$ cat src/verilog/irq_vector_defines.vh
// Offsets, field positions, reset values and timing counts of the interrupt vectoring block.
`ifndef IRQ_VECTOR_DEFINES_VH
`define IRQ_VECTOR_DEFINES_VH
`define IV_NUM_SRC 8
`define IV_STATES_PER_POLL 4
`define IV_BASE_LATENCY 16
`define IV_CTX_SWITCH_STATES 11
`define IV_ADD_EXT_PIN 1
`define IV_ADD_EXT_EXEC 2
`define IV_ADD_EXT_STACK 4
`define IV_VEC_SPACING 24'h000008
`define IV_VEC_BASE_RST 24'hFF0003
`define IV_OFF_CTRL 12'h000
`define IV_OFF_STATUS 12'h004
`define IV_OFF_MASK 12'h008
`define IV_OFF_ENABLE 12'h00C
`define IV_OFF_PRIO 12'h010
`define IV_OFF_VECBASE 12'h014
`define IV_OFF_ACTIVE 12'h018
`define IV_OFF_LASTVEC 12'h01C
`define IV_CTRL_FRAME_BIT 0
`define IV_CTRL_EXT_EXEC_BIT 1
`define IV_CTRL_EXT_STACK_BIT 2
`define IV_ST_VECTOR_BIT 0
`define IV_ST_RETURN_BIT 1
`define IV_ST_DROP_BIT 2
`endif
$ cat src/verilog/irq_vector_ctrl.v
// Interrupt sampling, blocking and vector-cycle sequencer with an APB register file.
//
// Operation
// - Sample and poll all sources once every four state times.
// - Base latency to first routine instruction is 16 state times.
// - Add one state for pin request, two for external code, four for external stack.
// - Withhold vector while equal or higher priority routine is in progress.
// - Withhold vector unless poll coincides with final instruction cycle.
// - After return or enable/priority write, at least two more instructions run first.
// - Only one prioritized request at a time starts a vector cycle.
// - Vector cycle breaks stream, pushes counter bytes, loads routine address.
// - Frame bit set pushes three counter bytes plus status; else two bytes.
// - Return from routine pops counter bytes and status when frame bit set.
// - Subroutine return pops only the lower two counter bytes.
// - Blocked level requests that clear are discarded, not retained.
// - Routine start addresses of consecutive sources are eight bytes apart.
`timescale 1ns/1ps
`include "irq_vector_defines.vh"
module irq_vector_ctrl (
  input wire clk_i, // 200 MHz core clock, one state time per cycle
  input wire sys_rst_i, // asynchronous reset, active high
  input wire [5:0] int_src_i, // internal request levels, same clock
  input wire ext_irq0_n_i, // external request pin 0, active low
  input wire ext_irq1_n_i, // external request pin 1, active low
  input wire instr_last_i, // current state is final state of instruction
  input wire instr_blocking_i, // instruction is return or enable/priority write
  input wire return_from_isr_i, // return-from-interrupt executes this state
  input wire subroutine_return_i, // plain subroutine return executes this state
  input wire [23:0] pc_i, // program counter of the suspended stream
  input wire [7:0] extended_status_word_i, // status word to save
  input wire psel, // APB select
  input wire penable, // APB enable
  input wire pwrite, // APB direction
  input wire [11:0] paddr, // APB byte address
  input wire [31:0] pwdata, // APB write data
  output reg [31:0] prdata, // APB read data
  output reg pready, // APB ready
  output reg pslverr, // APB error
  output reg vec_break_o, // pulse: break instruction stream
  output reg push_valid_o, // pulse per stack byte pushed
  output reg [7:0] push_data_o, // stack byte
  output reg pop_valid_o, // pulse per stack byte popped
  output reg load_pc_o, // pulse: load program counter
  output reg [23:0] load_addr_o, // routine start address
  output reg irq_o // level interrupt, unmasked status set
);
  localparam ST_IDLE = 4'b0001;
  localparam ST_WAIT = 4'b0010;
  localparam ST_PUSH = 4'b0100;
  localparam ST_LOAD = 4'b1000;
  reg [3:0] state_r;
  reg [1:0] poll_cnt_r;
  reg [1:0] ext0_sync_r;
  reg [1:0] ext1_sync_r;
  reg [7:0] pend_r;
  reg [7:0] enable_r;
  reg [7:0] prio_r;
  reg [2:0] ctrl_r;
  reg [23:0] vec_base_r;
  reg [2:0] status_r;
  reg [2:0] mask_r;
  reg [1:0] active_r;
  reg [2:0] sel_r;
  reg sel_hi_r;
  reg [3:0] wait_r;
  reg [2:0] bytes_r;
  reg [23:0] pc_save_r;
  reg [7:0] psw_save_r;
  reg [2:0] pop_r;
  reg block_next_r;
  wire [7:0] req;
  wire [7:0] eligible;
  wire apb_wr;
  wire apb_rd;
  wire poll_now;
  wire can_vector;
  wire [2:0] ev;
  wire [2:0] pick_hi;
  wire [2:0] pick_lo;
  wire any_hi;
  wire any_lo;
  wire [3:0] extra;
  wire [3:0] wait_states;
  genvar g;

  // Lowest index wins among equal-priority requests.
  function [3:0] first_set;
    input [7:0] v;
    integer k;
    begin
      first_set = 4'h0;
      for (k = 7; k >= 0; k = k - 1)
        if (v[k])
          first_set = {1'b1, k[2:0]};
    end
  endfunction

  assign apb_wr = psel && penable && pwrite;
  assign apb_rd = psel && !penable && !pwrite;
  assign req = {int_src_i, ~ext1_sync_r[1], ~ext0_sync_r[1]};
  assign poll_now = (poll_cnt_r == 2'h3);
  generate
    for (g = 0; g < `IV_NUM_SRC; g = g + 1)
    begin : g_elig
      // A request is eligible only above every priority level in progress.
      assign eligible[g] = pend_r[g] && enable_r[g] &&
        (prio_r[g] ? !active_r[1] : (active_r == 2'b00));
    end
  endgenerate
  assign {any_hi, pick_hi} = first_set(eligible & prio_r);
  assign {any_lo, pick_lo} = first_set(eligible & ~prio_r);
  assign can_vector = (state_r == ST_IDLE) && poll_now && instr_last_i
    && !instr_blocking_i && !block_next_r && (any_hi || any_lo);
  // Wait after the poll so that request-to-first-instruction totals the latency.
  assign extra = (sel_r < 3'd2 ? 4'd`IV_ADD_EXT_PIN : 4'd0)
    + (ctrl_r[`IV_CTRL_EXT_EXEC_BIT] ? 4'd`IV_ADD_EXT_EXEC : 4'd0)
    + (ctrl_r[`IV_CTRL_EXT_STACK_BIT] ? 4'd`IV_ADD_EXT_STACK : 4'd0);
  assign wait_states = 4'd`IV_CTX_SWITCH_STATES - 4'd4 + extra;
  assign ev[`IV_ST_VECTOR_BIT] = can_vector;
  assign ev[`IV_ST_RETURN_BIT] = return_from_isr_i;
  assign ev[`IV_ST_DROP_BIT] = poll_now && |(pend_r & ~req) && !can_vector;

  always @(posedge clk_i or posedge sys_rst_i)
  begin
    if (sys_rst_i)
    begin
      ext0_sync_r <= 2'h3;
      ext1_sync_r <= 2'h3;
      poll_cnt_r <= 2'h0;
      pend_r <= 8'h00;
    end
    else
    begin
      ext0_sync_r <= {ext0_sync_r[0], ext_irq0_n_i};
      ext1_sync_r <= {ext1_sync_r[0], ext_irq1_n_i};
      poll_cnt_r <= poll_cnt_r + 2'h1;
      // Requests are resampled each poll, so a cleared level is lost.
      if (poll_now)
        pend_r <= req;
    end
  end

  always @(posedge clk_i or posedge sys_rst_i)
  begin
    if (sys_rst_i)
    begin
      state_r <= ST_IDLE;
      sel_r <= 3'h0;
      sel_hi_r <= 1'b0;
      active_r <= 2'b00;
      wait_r <= 4'h0;
      bytes_r <= 3'h0;
      pc_save_r <= 24'h000000;
      psw_save_r <= 8'h00;
      pop_r <= 3'h0;
      block_next_r <= 1'b0;
      vec_break_o <= 1'b0;
      push_valid_o <= 1'b0;
      push_data_o <= 8'h00;
      pop_valid_o <= 1'b0;
      load_pc_o <= 1'b0;
      load_addr_o <= 24'h000000;
    end
    else
    begin
      vec_break_o <= 1'b0;
      push_valid_o <= 1'b0;
      load_pc_o <= 1'b0;
      pop_valid_o <= 1'b0;
      // A blocking instruction holds off vectoring past its following instruction.
      if (instr_last_i)
        block_next_r <= instr_blocking_i;
      if (return_from_isr_i)
      begin
        pop_r <= ctrl_r[`IV_CTRL_FRAME_BIT] ? 3'd4 : 3'd2;
        if (active_r[1])
          active_r[1] <= 1'b0;
        else
          active_r[0] <= 1'b0;
      end
      else if (subroutine_return_i)
        pop_r <= 3'd2;
      else if (pop_r != 3'h0)
      begin
        pop_r <= pop_r - 3'h1;
        pop_valid_o <= 1'b1;
      end
      case (state_r)
        ST_IDLE:
          if (can_vector)
          begin
            sel_hi_r <= any_hi;
            sel_r <= any_hi ? pick_hi : pick_lo;
            pc_save_r <= pc_i;
            psw_save_r <= extended_status_word_i;
            state_r <= ST_WAIT;
            vec_break_o <= 1'b1;
            wait_r <= 4'h0;
          end
        ST_WAIT:
          if (wait_r == 4'h0 && bytes_r == 3'h0)
          begin
            wait_r <= wait_states;
            bytes_r <= ctrl_r[`IV_CTRL_FRAME_BIT] ? 3'd4 : 3'd2;
            state_r <= ST_PUSH;
          end
        ST_PUSH:
        begin
          wait_r <= wait_r - 4'h1;
          if (bytes_r != 3'h0)
          begin
            bytes_r <= bytes_r - 3'h1;
            push_valid_o <= 1'b1;
            // The low counter byte always goes first, whatever the frame size.
            case (bytes_r)
              3'd4: push_data_o <= pc_save_r[7:0];
              3'd3: push_data_o <= pc_save_r[15:8];
              3'd2: push_data_o <= ctrl_r[`IV_CTRL_FRAME_BIT] ? pc_save_r[23:16] : pc_save_r[7:0];
              default: push_data_o <= ctrl_r[`IV_CTRL_FRAME_BIT] ? psw_save_r : pc_save_r[15:8];
            endcase
          end
          if (wait_r == 4'h1)
            state_r <= ST_LOAD;
        end
        ST_LOAD:
        begin
          load_pc_o <= 1'b1;
          load_addr_o <= vec_base_r + {18'h00000, sel_r, 3'h0};
          if (sel_hi_r)
            active_r[1] <= 1'b1;
          else
            active_r[0] <= 1'b1;
          state_r <= ST_IDLE;
        end
        default:
          state_r <= ST_IDLE;
      endcase
    end
  end

  // Register file; sticky status sets win over write-one-to-clear.
  always @(posedge clk_i or posedge sys_rst_i)
  begin
    if (sys_rst_i)
    begin
      enable_r <= 8'h00;
      prio_r <= 8'h00;
      ctrl_r <= 3'h0;
      vec_base_r <= `IV_VEC_BASE_RST;
      status_r <= 3'h0;
      mask_r <= 3'h0;
      prdata <= 32'h00000000;
      pready <= 1'b0;
      pslverr <= 1'b0;
      irq_o <= 1'b0;
    end
    else
    begin
      pready <= apb_rd || (psel && !penable && pwrite);
      pslverr <= 1'b0;
      status_r <= (status_r & ~((apb_wr && paddr == `IV_OFF_STATUS) ? pwdata[2:0] : 3'h0)) | ev;
      irq_o <= |(status_r & mask_r);
      if (apb_wr)
        case (paddr)
          `IV_OFF_CTRL: ctrl_r <= pwdata[2:0];
          `IV_OFF_MASK: mask_r <= pwdata[2:0];
          `IV_OFF_ENABLE: enable_r <= pwdata[7:0];
          `IV_OFF_PRIO: prio_r <= pwdata[7:0];
          `IV_OFF_VECBASE: vec_base_r <= pwdata[23:0];
          default: ;
        endcase
      if (psel && !penable)
        case (paddr)
          `IV_OFF_CTRL: prdata <= {29'h0, ctrl_r};
          `IV_OFF_STATUS: prdata <= {29'h0, status_r};
          `IV_OFF_MASK: prdata <= {29'h0, mask_r};
          `IV_OFF_ENABLE: prdata <= {24'h0, enable_r};
          `IV_OFF_PRIO: prdata <= {24'h0, prio_r};
          `IV_OFF_VECBASE: prdata <= {8'h0, vec_base_r};
          `IV_OFF_ACTIVE: prdata <= {22'h0, pend_r, active_r};
          `IV_OFF_LASTVEC: prdata <= {8'h0, load_addr_o};
          default:
          begin
            // Flagged in setup so the error stands beside pready in the access cycle.
            prdata <= 32'h00000000;
            pslverr <= 1'b1;
          end
        endcase
    end
  end
endmodule // irq_vector_ctrl

$ cat config.mk
export PLATFORM = sky130hd
export DESIGN_NAME = irq_vector_ctrl
export DESIGN_NICKNAME = d
export VERILOG_FILES = /design/src/verilog/irq_vector_ctrl.v
export VERILOG_INCLUDE_DIRS = /design/src /design/src/verilog
export SDC_FILE = /design/constraint.sdc
export NUM_CORES = 1
export LEC_CHECK = 0
export ABC_AREA = 1
export BUFFER_PORTS_ARGS = -buffer_cell sky130_fd_sc_hd__buf_2
export CAP_MARGIN = 20
export CELL_PAD_IN_SITES_DETAIL_PLACEMENT = 0
export CELL_PAD_IN_SITES_GLOBAL_PLACEMENT = 1
export CORE_MARGIN = 2
export CORE_UTILIZATION = 30
export CTS_BUF_LIST = sky130_fd_sc_hd__clkbuf_8 sky130_fd_sc_hd__clkbuf_16
export CTS_CLUSTER_DIAMETER = 100
export DETAILED_ROUTE_END_ITERATION = 12
export GPL_ROUTABILITY_DRIVEN = 0
export PLACE_DENSITY_LB_ADDON = 0.1
export SLEW_MARGIN = 10
export SYNTH_ARGS = -nofsm -noshare
export SYNTH_HDL_FRONTEND = slang
export SYNTH_SLANG_ARGS = --single-unit
$ cat constraint.sdc
create_clock -name clk_i -period 8.38 [get_ports clk_i]
set_input_delay 1.676 -clock clk_i [delete_from_list [all_inputs] [get_ports clk_i]]
set_output_delay 1.676 -clock clk_i [all_outputs]
set_load 0.02 [all_outputs]
== Word-level counts from Yosys, hierarchy flattened ==
Cells that the tools add are included.

* Bits in registers: 187
* Output and inout bits: 71

* $add $sub $neg: 8
* Magnitude comparators: 1
* Eq/ne operators: 20
* Multiplexer cells: 62
* Bitwise operators: 11
* Reduce and logical (&&, ||, !) cells: 60

{| class="wikitable"
|+ Operators by type and width
! operator !! count
|-
| $pmux 24 s8 || 1
|-
| $mux 4 || 21
|-
| $eq 12x5->1 const B || 4
|-
| $logic_and 1x1->1 || 30
|-
| $mux 3 || 9
|-
| $add 24x6->24 || 1
|-
| $and 8x8->8 || 3
|-
| $eq 12x4->1 const B || 2
|-
| $pmux 4 s3 || 2
|-
| $pmux 8 s3 || 1
|-
| $mux 1 || 22
|-
| $mux 8 || 2
|-
| $not 8->8 || 2
|-
| $reduce_or 8->1 || 2
|-
| $reduce_and 2->1 || 7
|-
| $eq 12x3->1 const B || 1
|-
| $logic_not 12->1 || 1
|-
| $reduce_bool 3->1 || 4
|-
| $reduce_and 3->1 || 3
|-
| $eq 4x1->1 const B || 2
|-
| $ne 2x2->1 const B || 4
|-
| $and 3x3->3 || 2
|-
| $eq 3x2->1 const B || 2
|-
| $logic_not 1->1 || 6
|-
| 23 further kinds || 28
|}

== Logic depth before layout (Yosys ltp) ==
Gate-level depths: netlist of the first run.

* Word-level depth: 17
* Gate-level depth with buffers: 13
* Mapped depth without buffers: 13

== Worst setup path after synthesis of the first run ==
OpenSTA, ideal clock, no wires.

* Kind: input -> register
* Start: in paddr[1]
* End: reg prdata[19]
* Library setup time: 66 ps
* Arrival: 2,732 ps
* Slack: 5,583 ps
* Cell stages on the path: 8
* Buffers on the path: 1
* Path through: nor2_2 > nand3_2 > nor3_4 > buf_2 > nand2_1 > o21ai_0 > nand2_1 > nand2_1

* Cells in the longest elaborated chain, start to end: 2
* Elaborated cells between the ends (all ways): 9

{| class="wikitable"
|+ Ends and longest elaborated chain
! item !! RTL line !! source
|-
| start, declared || irq_vector_ctrl.v:34 || <nowiki>input wire [11:0] paddr,</nowiki>
|-
| $eq 12x5->1 (tied with other cells) || irq_vector_ctrl.v:273 || <nowiki>case (paddr)</nowiki>
|-
| $pmux 24 s8 * || irq_vector_ctrl.v:273 ||
|-
| end signal, assigned || irq_vector_ctrl.v:274 || <nowiki>`IV_OFF_CTRL: prdata <= {29'h0, ctrl_r};</nowiki>
|-
| end signal, assigned || irq_vector_ctrl.v:275 || <nowiki>`IV_OFF_STATUS: prdata <= {29'h0, status_r};</nowiki>
|-
| end signal, assigned || irq_vector_ctrl.v:276 || <nowiki>`IV_OFF_MASK: prdata <= {29'h0, mask_r};</nowiki>
|-
| end, declared || irq_vector_ctrl.v:36 || <nowiki>output reg [31:0] prdata,</nowiki>
|}

Mark *: on every way between the ends. The rest lies on a longest branch, timed or not.
A chain may end at the register's enable or synchronous reset.

== Worst setup path in the final report of the first run ==
* Start: in paddr[1]
* End: reg prdata[20]

Same word-level chain as after synthesis.

==> impl_metrics.tcl, run 1 <==
set metrics [dict create \
    wirelength_um 27900 \
    antenna_left 0 \
    relSlewSlack_pct 35.5 \
    synth_area_um2 8960 \
    layout_common_cells "nand2_1 (417), dfrtp_1 (164), buf_2 (147)" \
    cts_resized 0 \
    rows 63 \
    worstMarginPinSlew_ps 967 \
    irDropWorstVdd_mv 0.115 \
    via_per_inst 4.63 \
    switching_power_mw 0.437 \
    dp_hpwl_um 20400 \
    ctsHoldBuffers 0 \
    combPwrFrac_pct 4.1 \
    layout_commonest_cell "nand2_1" \
    port_buffers 147 \
    fin_util_pct 36.0 \
    nets 1393 \
    max_freq_mhz 265 \
    regArea_um2 4500 \
    grt_pass1_wl_um 43900 \
    post-cts-setup-buffers 0 \
    cts_buffers 17 \
    worstHoldPathType "reg -> reg" \
    grt_pass1_vias 7665 \
    switching_share_pct 24.9 \
    rsz0062_at_grt "false" \
    cts_tree "done" \
    die_w_um 177 \
    detail_route.wl_per_cell_um 16.5 \
    nFillCells 3242 \
    insertion_delay_ps 440 \
    num_io_pins 164 \
    drive_gt1_share_pct 17.6 \
    dr.pass1.iters 5 \
    antenna_cells 0 \
    worstRegToRegCells 7 \
    h-tree-depth 4 \
    power_density_nw_per_um2 165 \
    yosysWarnings 0 \
    path_class "in -> reg" \
    min_period_ps 3770 \
    setup_viol 0 \
    outcome "finished, final reports clean" \
    power_leakage_nw 5.68 \
    path_max_fanout 14 \
    hold_slack_ps 357 \
    ys_seq_area_share_pct 50.2 \
    syn_inst 1144 \
    clock-sinks 179 \
    post-route-period-util_pct 45.0 \
    clk_root_buffer_cell "clkbuf_16" \
    ys.flop_type "dfrtp_1" \
    die_area_um2 31300 \
    synth_edf_count 0 \
    multiInputGateArea_um2 3830 \
    placed_cell_area_um2 10000 \
    grt_overflow 0 \
    ys_types 46 \
    power.total_mw 1.76 \
    grt_usage_pct 18.5 \
    design_area_um2 10600 \
    cts.clk_slew.worst_paths_ps 70 \
    grt_max_degree 79 \
    worstPathRequired_ps 8750 \
    sequentialPowerShare_pct 49.8 \
    cts.path.max_buffers 2 \
    clock_power_share_pct 46.1 \
    crit_path_end_kind "register" \
    core_area_um2 29500 \
    tns_ps 0 \
    hold_depth 0 \
    initial_core_util_pct 30.4 \
    ys_async_sr_fraction_pct 100 \
    post-route-drc-count 0 \
    area_delta_synth_final_pct 18.5 \
    critPathLaunchType "primary input" \
    crit_arrival_ps 4140 \
    via_count 7825 \
    antenna_found_initial 0 \
    maxCapViolCount 0 \
    drt_iter0_drc 482 \
    slew_viol_final 0 \
    finalClockSkew_ps 20.5 \
    die_h_um 177 \
    avgSynthCellArea_um2 7.83 \
    ys_seq_elements 179 \
    hold_viol 0 \
    intPower_mw 1.32 \
]
-- worst paths after layout --
kind	from	to	slack [ps]
worst max-delay path	paddr[1]	prdata[20]	4610
worst min-delay path	ext0_sync_r[0]	ext0_sync_r[1]	360
worst max register to register	ctrl_r[0]	push_data_o[1]	5720
worst min register to register	ext0_sync_r[0]	ext0_sync_r[1]	360
max in group asynchronous	sys_rst_i	prdata[14]	5800
min in group asynchronous	sys_rst_i	poll_cnt_r[0]	1350
-- synth_stat cells (4+ instances only) --
| cell type | instances | share of area [%] |
|---|---|---|
| a21oi_1 | 34 | 1.9 |
| buf_4 | 11 | 0.92 |
| dfrtp_1 | 164 | 46 |
| nand4_1 | 9 | 0.63 |
| o21ai_1 | 23 | 1.3 |
| nand3_2 | 4 | 0.45 |
| nand2_2 | 4 | 0.28 |
| nand2_1 | 417 | 17 |
| ha_1 | 13 | 1.8 |
| o22ai_1 | 15 | 1.0 |
| nor3_1 | 12 | 0.67 |
| dfstp_2 | 15 | 4.4 |
| a31oi_1 | 4 | 0.28 |
| nand3_1 | 48 | 2.7 |
| o21ai_0 | 112 | 6.3 |
| a21boi_0 | 7 | 0.59 |
| xor2_1 | 6 | 0.59 |
| clkbuf_1 | 15 | 0.63 |
| nor2_1 | 72 | 3.0 |
| buf_6 | 4 | 0.50 |
| inv_1 | 112 | 4.7 |
-- critical path, cell delays in order --
cell	delay, ps
buf_2	100
nor2_2	240
nand3_1	200
nor3_2	770
inv_1	500
o21ai_0	460
nand2_1	100
nand2_1	90
-- state kept, by name, summed over array words and instances, names as in the netlist, 4 cells and up --
name and count:
load_addr_o 24, pc_save_r 24, prdata 24, vec_base_r 24, enable_r 8, pend_r 8
prio_r 8, psw_save_r 8, push_data_o 8, state_r 4, wait_r 4
-- through the flow --
step	instances	worst slack [ps]
3_5_place_dp	1657	4050
4_1_cts	1689	4500
5_1_grt	1689	4350
2_1_floorplan	1151	1870
6_report	1689	4610
3_3_place_gp	1657	4040
-- power by group through the flow --
| stage | combinational (mW) | clock [mW] | sequential (mW) |
|---|---|---|---|
| 6_report | 0.0725 | 0.809 | 0.875 |
| 3_3_place_gp | 0.0747 | 0 | 0.891 |
| 3_5_place_dp | 0.0752 | 0 | 0.891 |
| 4_1_cts | 0.0754 | 0.835 | 0.875 |
| 5_1_grt | 0.0834 | 0.876 | 0.875 |
| 2_1_floorplan | 0.0373 | 0 | 0.892 |
-- cell families after synthesis --
family	Yosys count	share of synthesized area, %
AND/OR/NAND/NOR	585	27.4
adder cells (fa/ha/maj)	14	2.04
flip-flops	179	50.2
buffers and inverters	153	7.28
AO/OA/AOI/OAI	201	11.9
multiplexers	2	0.251
other	1	0.0419
XOR/XNOR	9	0.880
-- routing by layer --
layer | part of all wire, % | track usage [%]
met1 | 51 | 27.4
met2 | 44 | 28.6
met3 | 3.7 | 2.49
met4 | 0.89 | 4.10
met5 | 0 | 0
-- area by class of cell --
class / instances / share of cell area (%)
Multi-Input combinational cell: 819 / 36.1
Clock inverter: 14 / 1.31
Inverter: 118 / 4.24
Tap cell: 390 / 4.60
Clock buffer: 18 / 4.14
Sequential cell: 179 / 42.4
Timing Repair Buffer: 151 / 7.22
Power figures use the tool's default switching activity.
==> run 2: changes to the inputs <==
Settings changed: ABC_AREA 1 to 0.
Clock period 8.38 ns to 3.5 ns, I/O delays scaled along.
==> impl_metrics.tcl, run 2 <==
set metrics [dict create \
    outcome "finished, final reports clean" \
    synth_most_common_cell "dfrtp_1" \
    cts_buffers 17 \
    ctsHoldBuffers 0 \
    h-tree-depth 4 \
    rsz0062_at_grt "false" \
    path_max_fanout 21 \
    detail_route.wl_per_cell_um 18.1 \
    dp_cells 1297 \
    synth_top_cell_by_area "dfrtp_1" \
    ys_types 69 \
    cts.path.max_buffers 2 \
    finalClockSkew_ps 18.0 \
    switching_share_pct 26.6 \
    via_count 6302 \
    worstHoldPathType "in -> async" \
    dp_hpwl_um 17400 \
    worstPathRequired_ps 3830 \
    synthTopCellsByCount "dfrtp_1 (164), nand2_1 (79), nor2_1 (70)" \
    synth_area_um2 8750 \
    antenna_found_initial 3 \
    irDropWorstVdd_mv 0.225 \
    netlist_top_cells_area "dfrtp_1 (47%), mux2_4 (6.5%), mux2_2 (6.3%)" \
    grt_overflow 0 \
    nFillCells 2918 \
    avgSynthCellArea_um2 11.1 \
    worstRegToRegCells 6 \
    num_io_pins 164 \
    post-route-drc-count 0 \
    min_period_ps 2570 \
    dr.pass1.iters 5 \
    switching_power_mw 1.15 \
    post-cts-setup-buffers 0 \
    port_buffers 147 \
    clock-sinks 179 \
    ys_seq_area_share_pct 51.4 \
    area_delta_synth_final_pct 20.1 \
    die_area_um2 30500 \
    rows 62 \
    cts_tree "done" \
    drt_iter0_drc 356 \
    initial_core_util_pct 30.5 \
    place_ws_ps 888 \
    yosysWarnings 0 \
    ys_seq_elements 179 \
    insertion_delay_ps 430 \
    post-route-period-util_pct 73.3 \
    combPwrFrac_pct 6.0 \
    power_density_nw_per_um2 409 \
    intPower_mw 3.15 \
    relSlewSlack_pct 57.8 \
    power_leakage_nw 5.01 \
    cts_resized 0 \
    grt_max_degree 106 \
    clock_power_share_pct 44.6 \
    max_freq_mhz 390 \
    nets 1039 \
    die_h_um 175 \
    hold_viol 0 \
    final.setup.worst_slack_ps 933 \
    grt_pass1_wl_um 38300 \
    synth_edf_count 0 \
    ys_async_sr_fraction_pct 100 \
    tns_ps 0 \
    cts.clk_slew.worst_paths_ps 80 \
    syn_inst 785 \
    layout_commonest_cell "dfrtp_1" \
    ys.flop_type "dfrtp_1" \
    core_area_um2 28700 \
    synthDominantCellAreaShare_pct 46.9 \
    clk_root_buffer_cell "clkbuf_16" \
    worstMarginPinSlew_ps 628 \
    layout_common_cells "dfrtp_1 (164), buf_2 (147), nand2_1 (79)" \
    final_cells 1331 \
    grt_usage_pct 16.1 \
    antenna_left 0 \
    grt_pass1_vias 6387 \
    fin_util_pct 36.6 \
    drive_gt1_share_pct 33.9 \
    critPathLaunchType "register" \
    die_w_um 175 \
    sequentialPowerShare_pct 49.4 \
    maxCapViolCount 0 \
    wirelength_um 24000 \
    via_per_inst 4.73 \
    crit_arrival_ps 2890 \
    crit_path_end_kind "register" \
    slew_viol_final 0 \
    path_class "reg -> reg" \
    setup_viol 0 \
]
[run 2: cell count changes after synthesis, sizes merged, moves of 9 or more]
cell	change
a221oi	+19
a222oi	+9
a22oi	+9
inv	-85
mux2	+85
nand2	-343
nand3	-39
o21ai	-79
o22ai	-13
[run 2: logic make-up (layout without fill, tap and decap cells)]
group,Yosys count,count (layout),share of synthesized area (%)
adder cells (fa/ha/maj),14,14,2.09
other,1,10,0.0429
AO/OA/AOI/OAI,165,165,12.7
XOR/XNOR,21,21,2.10
AND/OR/NAND/NOR,240,240,14.1
multiplexers,91,91,13.3
flip-flops,179,179,51.4
buffers and inverters,74,227,4.22
[run 2: layout make-up]
class                   instances  area, um2  area share (%)
clock buffers                  17        425            4.05
flip-flops and latches        179       4500            42.8
repair buffers                165        896            8.53
clock inverters                15        161            1.54
inverters                      30        116            1.11
multi-input cells             539       3920            37.3
diodes                          2       5.00          0.0477
well taps                     384        480            4.58
[run 2: per-stage QoR]
step	total power [mW]	hold WS [ps]	instance area, um2
final	4.30	317	10500
after detailed placement	2.43	347	9910
after floorplan	2.30	345	8780
after global routing	4.49	331	10500
after global placement	2.43	347	9910
after CTS	4.38	315	10500
[run 2: per-layer routing]
metal	share of wire [%]	wire length, um	track usage, %	up-vias
met2	45	10800	24.4	124
met1	51	12200	24.0	3074
met3	3.6	875	3.13	9
li1	-	-	-	3093
met5	0.054	13	0	-
met4	0.56	135	3.23	2
[run 2: critical path: stages (launching register included)]
cell      delay (ps)
dfrtp_1          360
ha_1             460
nor4bb_1         360
nand4b_1         300
a21oi_4          210
buf_4            360
mux2_2           380
[run 2: worst paths after layout]
check                                    start              to  slack (ps)
max in group asynchronous            sys_rst_i        sel_r[1]        2240
worst min register to register  ext0_sync_r[0]  ext0_sync_r[1]         360
worst min-delay path                 sys_rst_i      prdata[20]         320
worst max register to register   poll_cnt_r[0]   pc_save_r[10]         930
worst max-delay path             poll_cnt_r[0]   pc_save_r[10]         930
min in group clk_i              ext0_sync_r[0]  ext0_sync_r[1]         360
[run 2: power groups by stage]
stage                     clock [mW]  combinational, mW  sequential (mW)
final                           1.92              0.257             2.12
after global routing            2.08              0.288             2.13
after CTS                       1.99              0.264             2.13
after detailed placement           0              0.264             2.17
after global placement             0              0.263             2.16
after floorplan                    0              0.119             2.19
